**src/verilog/mlcd_defines.svh**
```systemverilog
// timing constants and encodings for the multiplexed lcd waveform generator
`ifndef MLCD_DEFINES_SVH
`define MLCD_DEFINES_SVH

// -----------------------------------------------------------------------------
// multiplex modes
// -----------------------------------------------------------------------------
`define MLCD_MODE_STATIC 2'h0
`define MLCD_MODE_DUPLEX 2'h1
`define MLCD_MODE_QUAD   2'h2

// -----------------------------------------------------------------------------
// timing
// -----------------------------------------------------------------------------
`define MLCD_CLK_HZ        125000000
`define MLCD_FRAME_MIN_HZ  30
`define MLCD_FRAME_MAX_HZ  200
`define MLCD_EVENTS_PER_PH 4
`define MLCD_PHASES_QUAD   4
`define MLCD_ACTIVE_DEF    32'h0001E848
`define MLCD_DEAD_DEF      32'h00000000

`endif

```
**src/verilog/mlcd_pkg.sv**
```systemverilog
// types shared by the multiplexed lcd waveform generator
package mlcd_pkg;

    // -------------------------------------------------------------------------
    // sub-phase sequence within one phase
    // -------------------------------------------------------------------------
    typedef enum logic [1:0] {
        MLCD_SUB_FIRST = 2'b00,
        MLCD_SUB_DEAD1 = 2'b01,
        MLCD_SUB_INV   = 2'b10,
        MLCD_SUB_DEAD2 = 2'b11
    } mlcd_sub_type;

    // -------------------------------------------------------------------------
    // frame configuration, latched at frame boundary
    // -------------------------------------------------------------------------
    typedef struct packed {
        logic [1:0]  mode;
        logic        raise_rms;
        logic [31:0] active_cmp;
        logic [31:0] dead_cmp;
    } mlcd_cfg_type;

endpackage

```
**src/verilog/mlcd_wavegen.sv**
```systemverilog
// multiplexed lcd segment and common waveform generator
// Contract
// RQ1: static mode: common is 50% square wave
// RQ2: static: on segment inverted, off equals common
// RQ3: duplex uses two commons, shared segments
// RQ4: quadruplex uses four commons, shared segments
// RQ5: segments only ever driven low or high
// RQ6: common mid level is high impedance
// RQ7: inactive commons held at mid level
// RQ8: drive polarity alternates, zero net dc
// RQ9: frame rate typically 30 to 200 hz
// RQ10: quadruplex frame has four ordered phases
// RQ11: common active only in own phase
// RQ12: each phase: active then dead interval
// RQ13: free timer against two compare values
// RQ14: all phases equal duration
// RQ15: first event: on high, common low
// RQ16: second event: segments inverted, common high
// RQ17: dead: all low, or mirrored for raise
// RQ18: sixteen events per frame, four per phase
// RQ19: one bit per segment per common, sampled
// RQ20: config changes apply at frame boundary
`timescale 1ns/10ps
`include "mlcd_defines.svh"

module mlcd_wavegen #(
    parameter int NSEG    = 32,
    parameter int NCOM    = 4,
    parameter int TMR_W   = 32
) (
    input  wire logic                    clk_i,
    input  wire logic                    arst_n_i,
    input  wire logic [1:0]              mode_i,
    input  wire logic                    raise_rms_i,
    input  wire logic [TMR_W-1:0]        active_cmp_i,
    input  wire logic [TMR_W-1:0]        dead_cmp_i,
    input  wire logic [NCOM*NSEG-1:0]    seg_bits_i,
    output logic [NSEG-1:0]              seg_o,
    output logic [NCOM-1:0]              com_o,
    output logic [NCOM-1:0]              com_oe_o,
    output logic                         first_drive_event_o,
    output logic                         inverted_drive_event_o,
    output logic                         dead_interval_event_o,
    output logic                         frame_start_o
);

    // -------------------------------------------------------------------------
    // state
    // -------------------------------------------------------------------------
    logic [TMR_W-1:0]        tmr_q;
    logic [TMR_W-1:0]        tmr_d;
    mlcd_pkg::mlcd_sub_type  sub_q;
    mlcd_pkg::mlcd_sub_type  sub_d;
    logic [1:0]              ph_q;
    logic [1:0]              ph_d;
    mlcd_pkg::mlcd_cfg_type  cfg_q;
    mlcd_pkg::mlcd_cfg_type  cfg_d;
    logic [NSEG-1:0]         bits_q;
    logic [NSEG-1:0]         bits_d;
    logic [NSEG-1:0]         seg_q;
    logic [NSEG-1:0]         seg_d;
    logic [NCOM-1:0]         com_q;
    logic [NCOM-1:0]         com_d;
    logic [NCOM-1:0]         oe_q;
    logic [NCOM-1:0]         oe_d;
    logic                    ev1_q;
    logic                    ev1_d;
    logic                    ev2_q;
    logic                    ev2_d;
    logic                    evd_q;
    logic                    evd_d;
    logic                    fs_q;
    logic                    fs_d;

    // -------------------------------------------------------------------------
    // combinational helpers
    // -------------------------------------------------------------------------
    logic [TMR_W-1:0]        cmp_sel;
    logic                    hit;
    logic [1:0]              last_ph;
    logic                    dead_skip;
    logic                    new_frame;
    logic [NSEG-1:0]         row [NCOM];

    // -------------------------------------------------------------------------
    // display bit rows, one per common
    // -------------------------------------------------------------------------
    genvar g;
    generate
        for (g = 0; g < NCOM; g++) begin : g_row
            assign row[g] = seg_bits_i[g*NSEG +: NSEG];
        end
    endgenerate

    // -------------------------------------------------------------------------
    // mode decode
    // -------------------------------------------------------------------------
    always_comb begin
        // static mode has one phase, duplex two, quadruplex four [RQ3] [RQ4] [RQ10]
        if (cfg_q.mode == `MLCD_MODE_STATIC) begin
            last_ph = 2'h0;
        end else if (cfg_q.mode == `MLCD_MODE_DUPLEX) begin
            last_ph = 2'h1;
        end else begin
            // mode 3 runs as quadruplex rather than stalling the glass
            last_ph = 2'h3;
        end
        // static mode has no dead time so the common stays a true 50% square [RQ1]
        dead_skip = (cfg_q.mode == `MLCD_MODE_STATIC) || (cfg_q.dead_cmp == '0);
    end

    // -------------------------------------------------------------------------
    // interval timer
    // -------------------------------------------------------------------------
    always_comb begin
        // same two compare values every phase keep phases equal [RQ13] [RQ14]
        cmp_sel = sub_q[0] ? cfg_q.dead_cmp : cfg_q.active_cmp;
        // a zero compare acts as one cycle instead of a full timer wrap
        hit     = (tmr_q >= cmp_sel - TMR_W'(1)) || (cmp_sel == '0);
        if (hit) begin
            tmr_d = '0;
        end else begin
            tmr_d = tmr_q + TMR_W'(1);
        end
    end

    always_ff @(posedge clk_i or negedge arst_n_i) begin
        if (!arst_n_i) begin
            tmr_q <= '0;
        end else begin
            tmr_q <= tmr_d;
        end
    end

    // -------------------------------------------------------------------------
    // sub-phase and phase sequencer
    // -------------------------------------------------------------------------
    always_comb begin
        sub_d     = sub_q;
        ph_d      = ph_q;
        new_frame = 1'b0;
        if (hit) begin
            // four events per phase, sixteen per quadruplex frame, except under dead_skip: two per phase, eight per frame [RQ18] [RQ12]
            case (sub_q)
                mlcd_pkg::MLCD_SUB_FIRST: begin
                    sub_d = dead_skip ? mlcd_pkg::MLCD_SUB_INV : mlcd_pkg::MLCD_SUB_DEAD1;
                end
                mlcd_pkg::MLCD_SUB_DEAD1: begin
                    sub_d = mlcd_pkg::MLCD_SUB_INV;
                end
                mlcd_pkg::MLCD_SUB_INV: begin
                    sub_d = dead_skip ? mlcd_pkg::MLCD_SUB_FIRST : mlcd_pkg::MLCD_SUB_DEAD2;
                end
                default: begin
                    sub_d = mlcd_pkg::MLCD_SUB_FIRST;
                end
            endcase
            if (sub_d == mlcd_pkg::MLCD_SUB_FIRST) begin
                ph_d      = (ph_q >= last_ph) ? 2'h0 : ph_q + 2'h1; // [RQ10]
                new_frame = (ph_d == 2'h0);
            end
        end
    end

    always_ff @(posedge clk_i or negedge arst_n_i) begin
        if (!arst_n_i) begin
            // parked at a frame end so the first edge opens phase 0
            sub_q <= mlcd_pkg::MLCD_SUB_DEAD2;
            ph_q  <= 2'h3;
        end else begin
            sub_q <= sub_d;
            ph_q  <= ph_d;
        end
    end

    // -------------------------------------------------------------------------
    // frame configuration
    // -------------------------------------------------------------------------
    always_comb begin
        cfg_d = cfg_q;
        if (new_frame) begin
            // config only moves at a frame edge to avoid a lopsided frame [RQ20]
            cfg_d.mode       = mode_i;
            cfg_d.raise_rms  = raise_rms_i;
            cfg_d.active_cmp = active_cmp_i;
            cfg_d.dead_cmp   = dead_cmp_i;
        end
    end

    always_ff @(posedge clk_i or negedge arst_n_i) begin
        if (!arst_n_i) begin
            // reset compare gives a 125 hz quadruplex frame [RQ9]
            cfg_q <= '{mode: `MLCD_MODE_QUAD, raise_rms: 1'b0,
                       active_cmp: TMR_W'(`MLCD_ACTIVE_DEF),
                       dead_cmp: TMR_W'(`MLCD_DEAD_DEF)};
        end else begin
            cfg_q <= cfg_d;
        end
    end

    // -------------------------------------------------------------------------
    // segment and common drive
    // -------------------------------------------------------------------------
    always_comb begin
        bits_d = bits_q;
        seg_d  = seg_q;
        com_d  = com_q;
        oe_d   = oe_q;
        if (hit) begin
            // drive halves release all commons to the divider except the phase owner; dead intervals drive all [RQ6] [RQ7] [RQ11]
            oe_d  = '0;
            com_d = '0;
            case (sub_d)
                mlcd_pkg::MLCD_SUB_FIRST: begin
                    // sample the row of the upcoming phase [RQ19]
                    bits_d     = row[ph_d];
                    // on segments high, owner common low [RQ15] [RQ2]
                    seg_d      = row[ph_d];
                    oe_d[ph_d] = 1'b1;
                end
                mlcd_pkg::MLCD_SUB_INV: begin
                    // inverted half gives zero net dc per phase [RQ16] [RQ8]
                    seg_d       = ~bits_q;
                    com_d[ph_q] = 1'b1;
                    oe_d[ph_q]  = 1'b1;
                end
                mlcd_pkg::MLCD_SUB_DEAD1: begin
                    // commons low; raise mode puts segments opposite [RQ17]
                    seg_d = cfg_q.raise_rms ? '1 : '0;
                    oe_d  = '1;
                end
                default: begin
                    // commons high in raise mode, segments opposite [RQ17]
                    seg_d = '0;
                    com_d = cfg_q.raise_rms ? '1 : '0;
                    oe_d  = '1;
                end
            endcase
        end
    end

    always_ff @(posedge clk_i or negedge arst_n_i) begin
        if (!arst_n_i) begin
            bits_q <= '0;
            seg_q  <= '0;
            com_q  <= '0;
            oe_q   <= '0;
        end else begin
            bits_q <= bits_d;
            seg_q  <= seg_d;
            com_q  <= com_d;
            oe_q   <= oe_d;
        end
    end

    // -------------------------------------------------------------------------
    // event pulses
    // -------------------------------------------------------------------------
    always_comb begin
        ev1_d = 1'b0;
        ev2_d = 1'b0;
        evd_d = 1'b0;
        // frame pulse rides with the first event of phase 0
        fs_d  = new_frame;
        if (hit) begin
            case (sub_d)
                mlcd_pkg::MLCD_SUB_FIRST: begin
                    ev1_d = 1'b1;
                end
                mlcd_pkg::MLCD_SUB_INV: begin
                    ev2_d = 1'b1;
                end
                default: begin
                    evd_d = 1'b1;
                end
            endcase
        end
    end

    always_ff @(posedge clk_i or negedge arst_n_i) begin
        if (!arst_n_i) begin
            ev1_q <= 1'b0;
            ev2_q <= 1'b0;
            evd_q <= 1'b0;
            fs_q  <= 1'b0;
        end else begin
            ev1_q <= ev1_d;
            ev2_q <= ev2_d;
            evd_q <= evd_d;
            fs_q  <= fs_d;
        end
    end

    // -------------------------------------------------------------------------
    // outputs
    // -------------------------------------------------------------------------
    // segments are always actively driven, never floated [RQ5]
    assign seg_o                  = seg_q;
    assign com_o                  = com_q;
    assign com_oe_o               = oe_q;
    assign first_drive_event_o    = ev1_q;
    assign inverted_drive_event_o = ev2_q;
    assign dead_interval_event_o  = evd_q;
    assign frame_start_o          = fs_q;

endmodule

```
**config.mk**
```make
export PLATFORM = sky130hd
export DESIGN_NAME = mlcd_wavegen
export DESIGN_NICKNAME = d
export VERILOG_FILES = /design/src/verilog/mlcd_pkg.sv /design/src/verilog/mlcd_wavegen.sv
export VERILOG_INCLUDE_DIRS = /design/src /design/src/verilog
export SDC_FILE = /design/constraint.sdc
export NUM_CORES = 1
export LEC_CHECK = 0
export ABC_AREA = 1
export BUFFER_PORTS_ARGS = -buffer_cell sky130_fd_sc_hd__clkbuf_2
export CAP_MARGIN = 40
export CELL_PAD_IN_SITES_DETAIL_PLACEMENT = 0
export CELL_PAD_IN_SITES_GLOBAL_PLACEMENT = 2
export CORE_MARGIN = 5
export CORE_UTILIZATION = 30
export DETAILED_ROUTE_END_ITERATION = 10
export GPL_ROUTABILITY_DRIVEN = 0
export PLACE_DENSITY = 0.88
export SKIP_CTS_REPAIR_TIMING = 1
export SLEW_MARGIN = 20
export SYNTH_ARGS = -nofsm -noshare
export SYNTH_HDL_FRONTEND = slang
export SYNTH_SLANG_ARGS = --single-unit
```
**constraint.sdc**
```tcl
create_clock -name clk_i -period 5.9 [get_ports clk_i]
set_input_delay 1.18 -clock clk_i [delete_from_list [all_inputs] [get_ports clk_i]]
set_output_delay 1.18 -clock clk_i [all_outputs]
set_load 0.03 [all_outputs]
```
* After elaboration in Yosys (flattened, before gate mapping)
Cells that the tools add are included.
** Operators by class
- Add/sub/neg operators :: 3
- Equal/unequal tests :: 5
- $lt $le $gt $ge :: 7
- Reduce and logical (&&, ||, !) cells :: 14
- Muxes and demuxes :: 32
- Bitwise gates (word level) :: 2
** Operators with widths (number)
- $mux W32 :: 5
- $pmux W32 S3 :: 1
- $bmux W32 S2 :: 1
- $logic_not A32 Y1 :: 2
- $add A32 B1 Y32 const B :: 1
- $ge A32 B32 Y1 :: 1
- $not A32 Y32 :: 1
- $sub A32 B1 Y32 const B :: 1
- $mux W2 :: 9
- $pmux W4 S2 :: 2
- $logic_not A2 Y1 :: 5
- $mux W1 :: 10
- $eq A2 B1 Y1 const B :: 3
- $lt A2 B3 Y1 const B :: 2
- $pmux W2 S3 :: 1
- $demux W1 S2 :: 2
- $eq A2 B2 Y1 const B :: 2
- $ge A2 B1 Y1 const B :: 2
- $mux W4 :: 1
- $reduce_or A2 Y1 :: 2
- $ge A3 B3 Y1 const B :: 1
- $not A2 Y3 :: 1
- $add A2 B1 Y2 const B :: 1
- $ge A2 B2 Y1 :: 1
- 3 further kinds :: 5
** Word-level totals
- Bits of input ports :: 197
- Flip-flop bits (word level) :: 179
- Output and inout bits :: 44
- Word-level logic and storage cells :: 78

* Logic depth before layout (Yosys ltp)
- Word-level depth :: 13
- Mapped depth :: 36
- Mapped depth without buffers :: 32

* Worst setup path before layout
No wires, ideal clock.
- Kind :: reg-to-reg
- From :: register sub_q[0]
- To :: register seg_q[10] (netlist: seg_o[10])
- Arrival time :: 4264 ps
- Clock period less this slack :: 4381 ps
- Buffers on the path :: 5
- Setup time :: 117 ps
- Cell stages (with the launch flop) :: 35
- Path slack :: 1519 ps
- Cells stage by stage :: dfstp_2 > buf_4 > buf_6 > buf_6 > nand2_1 > o21ai_1 > inv_1 > nor2_2 > nand4_1 > nor3_2 > nand2_1 > inv_2 > nand4_2 > nor2_2 > nand4_1 > xor2_1 > ha_1 > nand2_1 > inv_1 > nand3_1 > nor2_1 > and3_1 > nand2_1 > nand3_2 > buf_6 > nand3_2 > o21ai_2 > inv_2 > buf_6 > nand2_1 > nand2_1 > nand2_1 > nand2_1 > nand2_1 > nand2_1
** On the way
- Word-level cells in the longest chain between the ends :: 11
** Ends and longest elaborated chain
- start, declared :: RTL line mlcd_wavegen.sv:52 : mlcd_pkg::mlcd_sub_type sub_q;
- start signal, assigned :: RTL line mlcd_wavegen.sv:168 : sub_q <= mlcd_pkg::MLCD_SUB_DEAD2;
- start signal, assigned :: RTL line mlcd_wavegen.sv:171 : sub_q <= sub_d;
- branches (longest 11 deep; another with $sub A32 B1 Y32)
- end signal, assigned :: RTL line mlcd_wavegen.sv:250 : seg_q <= seg_d;
- end, declared :: RTL line mlcd_wavegen.sv:60 : logic [NSEG-1:0] seg_q;
Parallel ways; which one is timed is not known. The select of a mux whose other input is x is not followed.
A chain may end at the register's enable or synchronous reset.

* Worst setup path in the final report
- From :: register sub_q[0]
- To :: register oe_q[1] (netlist: com_oe_o[1])
** On the way
- Word-level cells in the longest chain between the ends :: 11
** Ends and longest elaborated chain
- branches (longest 11 deep; another with $sub A32 B1 Y32)
- end signal, assigned :: RTL line mlcd_wavegen.sv:247 : oe_q <= '0;
- end signal, assigned :: RTL line mlcd_wavegen.sv:252 : oe_q <= oe_d;
- end, declared :: RTL line mlcd_wavegen.sv:64 : logic [NCOM-1:0] oe_q;
Parallel ways; which one is timed is not known. The select of a mux whose other input is x is not followed.

==> flow_metrics.tcl <==
set metrics [dict create \
    outcome "finished, final reports clean" \
    crit_path_top_delay_cell "dfstp_2" \
    antennaDiodeCount 0 \
    cp_top_family "simple AND/OR/NAND/NOR gates" \
    area_growth_pct 19.60 \
    drt-initial-drc-count 634 \
    relSlewSlack_pct 53.20 \
    nNetsFinal 2189 \
    ys_seq_elements 179 \
    syn_avg_cell_area_um2 6.589 \
    core_area_um2 37760 \
    muxShareOfSynthArea_pct 0 \
    crit_end "com_oe_o[1]$_DFFE_PN0N_" \
    maxSlewViolCount 0 \
    leakage_nw 7.502 \
    path_buf_inv 6 \
    timing.final.crit_share_pct 89.12 \
    finalSetupViolCount 0 \
    clk_latency_ps 450 \
    hold_slack_ps 475.6 \
    finish.instance_area_um2 13760 \
    overflow 0 \
    synth_async_sr_flop_share_pct 100.0 \
    grtUsageTotal_pct 17.45 \
    synth_edf_count 0 \
    routed_wl_mm 36.16 \
    maxCapViolCount 0 \
    synth_area_leader_cell "dfrtp_1" \
    num_vias 11160 \
    synthMostInstantiatedCell "nand2_1" \
    ys_top_cells_by_area "dfrtp_1 (36%), nand2_1 (28%), inv_1 (4.8%), ha_1 (4.5%), nor2_1 (4.2%)" \
    dr.pass1.iters 5 \
    rrSetupSlack_ps 640 \
    clock.fmax_mhz 190.2 \
    place_inst 2442 \
    crit_fanout 28 \
    start_util_pct 30.47 \
    synthAdderAreaFrac_pct 4.459 \
    hold_violations 0 \
    synthXorXnorAreaFrac_pct 3.121 \
    drc_errors 0 \
    power.density_nw_per_um2 183.7 \
    die-area_um2 42370 \
    numCtsBuffers 17 \
    reg2reg_to "com_oe_o[1]$_DFFE_PN0N_" \
    drtAntennaViolNets 0 \
    dp_hpwl_mm 27.28 \
    synthCells 1746 \
    cp-end-kind "flop" \
    drive_above_1_share_pct 16.90 \
    synth_ff_type "dfrtp_1" \
    grt_pass1_vias 11250 \
    synth_compound_area_share_pct 5.122 \
    clk_pin_slew_ps 70 \
    worst_ep_arrival_time_ps 5620 \
    final_cell_count_no_fill 2475 \
    finalCriticalPeriod_ps 5258 \
    ff2ff_path_depth 28 \
    worst_pin_slew_ps 692.2 \
    placed_area_um2 13140 \
    die_x_um 205.8 \
    synth.distinct_cells 37 \
    placement.io_buffers 240 \
    cts_root_buf "clkbuf_16" \
    grt_pass1_wl_mm 59.21 \
    syn-num-nets 1984 \
    crit_path_start "sub_q[0]$_DFF_PN1_" \
    pre_cts_ws_ps 349.2 \
    synthSimpleGateAreaFrac_pct 39.56 \
    rows 71 \
    worstPathRequired_ps 6260 \
    fin_ws_ps 642.0 \
    synth.top_cell.area_share_pct 36.32 \
    critPathKind "flop to flop" \
    r2r_start "sub_q[0]$_DFF_PN1_" \
    yosysSeqAreaShare_pct 39.06 \
    cts_buffer_depth 2 \
    grt_antenna_before_repair 0 \
    cp_num_cells 28 \
    num_io_pins 241 \
    syn_area_um2 11500 \
    grt_max_degree 94 \
    start_kind "flop" \
    hold_path.class "flop to flop" \
    die_h_um 205.8 \
    wire_per_inst_um 14.61 \
    cp_common_cell "nand2_1" \
    finalClockSkew_ps 16.55 \
    crit_path_max_incr_delay_ps 670 \
    fin_setup_tns_ps 0 \
    cts.sinks 179 \
    ir_worst_vdd_mv 0.1821 \
    cts_tree "done" \
    yosysWarnings 0 \
    synth_common_cells "nand2_1 (865), dfrtp_1 (167), inv_1 (147), nor2_1 (129), nand3_1 (96)" \
    synth_top_family_by_area "simple AND/OR/NAND/NOR gates" \
    via_per_inst 4.510 \
    htree_levels 4 \
]
logic make-up after synthesis:
group | Yosys count
fa+ha+maj | 41
buf+inv | 231
simple gates | 1144
xor+xnor | 41
flops | 179
compound gates | 110
how the worst min path moves through the flow:
stage | start | endpoint | depth (start not counted)
floorplan | cfg_q[38]$_DFFE_PN1P_ | cfg_q[38]$_DFFE_PN1P_ | 2
global placement | cfg_q[46]$_DFFE_PN1P_ | cfg_q[46]$_DFFE_PN1P_ | 2
detailed placement | cfg_q[46]$_DFFE_PN1P_ | cfg_q[46]$_DFFE_PN1P_ | 2
CTS | cfg_q[48]$_DFFE_PN1P_ | cfg_q[48]$_DFFE_PN1P_ | 2
global route | cfg_q[35]$_DFFE_PN1P_ | cfg_q[35]$_DFFE_PN1P_ | 2
finish | cfg_q[48]$_DFFE_PN1P_ | cfg_q[48]$_DFFE_PN1P_ | 2
layout by cell type, fill, tap and decap left out, types with 2 or more instances in the layout:
cell / n
clkinvlp_4: 3
nor3b_1: 2
a21oi_1: 28
clkbuf_2: 239
nand3_1: 95
o21ai_2: 3
o21ai_0: 57
xnor2_1: 9
a31oi_1: 5
nand3_2: 3
nand2_1: 863
nor2_4: 2
nand4_1: 11
a21o_1: 3
a211oi_1: 3
inv_2: 7
clkbuf_16: 17
buf_6: 3
dfrtp_1: 167
xor2_1: 32
inv_1: 147
buf_4: 16
clkinv_2: 2
nor2_1: 127
nor2_2: 5
dfstp_2: 12
nor3_1: 21
o21ai_1: 9
nor4_1: 7
inv_8: 3
inv_6: 5
nand2_2: 3
ha_1: 41
buf_12: 2
flip-flops by register name, summed over array words and instances (netlist names), 2 cells and up:
register / flops
sub_q: 2
bits_q: 32
tmr_q: 32
seg_o: 32
com_oe_o: 4
cfg_q: 67
com_o: 4
ph_q: 2
layer usage:
| metal | track usage, % | vias to the layer above | wire length (um) |
|---|---|---|---|
| met1 | 23.21 | 5142 | 16480 |
| li1 | - | 5785 | - |
| met2 | 29.75 | 221 | 17830 |
| met3 | 3.404 | 14 | 1564 |
| met4 | 3.422 | 0 | 291 |
| met5 | 0 | - | 0 |
through the flow:
step	power (mW)	util, %
6_report	2.527	36.44
5_1_grt	2.624	36.44
4_1_cts	2.561	36.32
3_5_place_dp	1.390	34.79
3_3_place_gp	1.390	34.79
2_1_floorplan	1.287	-
area by class of cell:
class	instances	area [um2]
sequential	179	4494
clock buffer	18	439.2
multi-input combinational	1336	6041
clock inverter	14	140.1
timing repair buffer	261	1418
inverter	156	588.1
tap	511	639.4
fill	4185	24000
power breakdown:
part	total [mW]	internal, mW	switching [mW]
registers	1.23	1.23	0
clock network	1.16	0.607	0.554
logic	0.139	0.0657	0.0735
total	2.53	1.90	0.628
worst reg2reg max path, delay by kind of cell, from the launching register on:
kind / cells / cell delay (ps)
AO/OA/AOI/OAI: 2 / 280
XOR/XNOR: 1 / 160
flip-flops: 1 / 670
adder cells (fa/ha/maj): 1 / 310
buffers and inverters: 6 / 1380
AND/OR/NAND/NOR: 18 / 2390
Power figures use the tool's default switching activity.
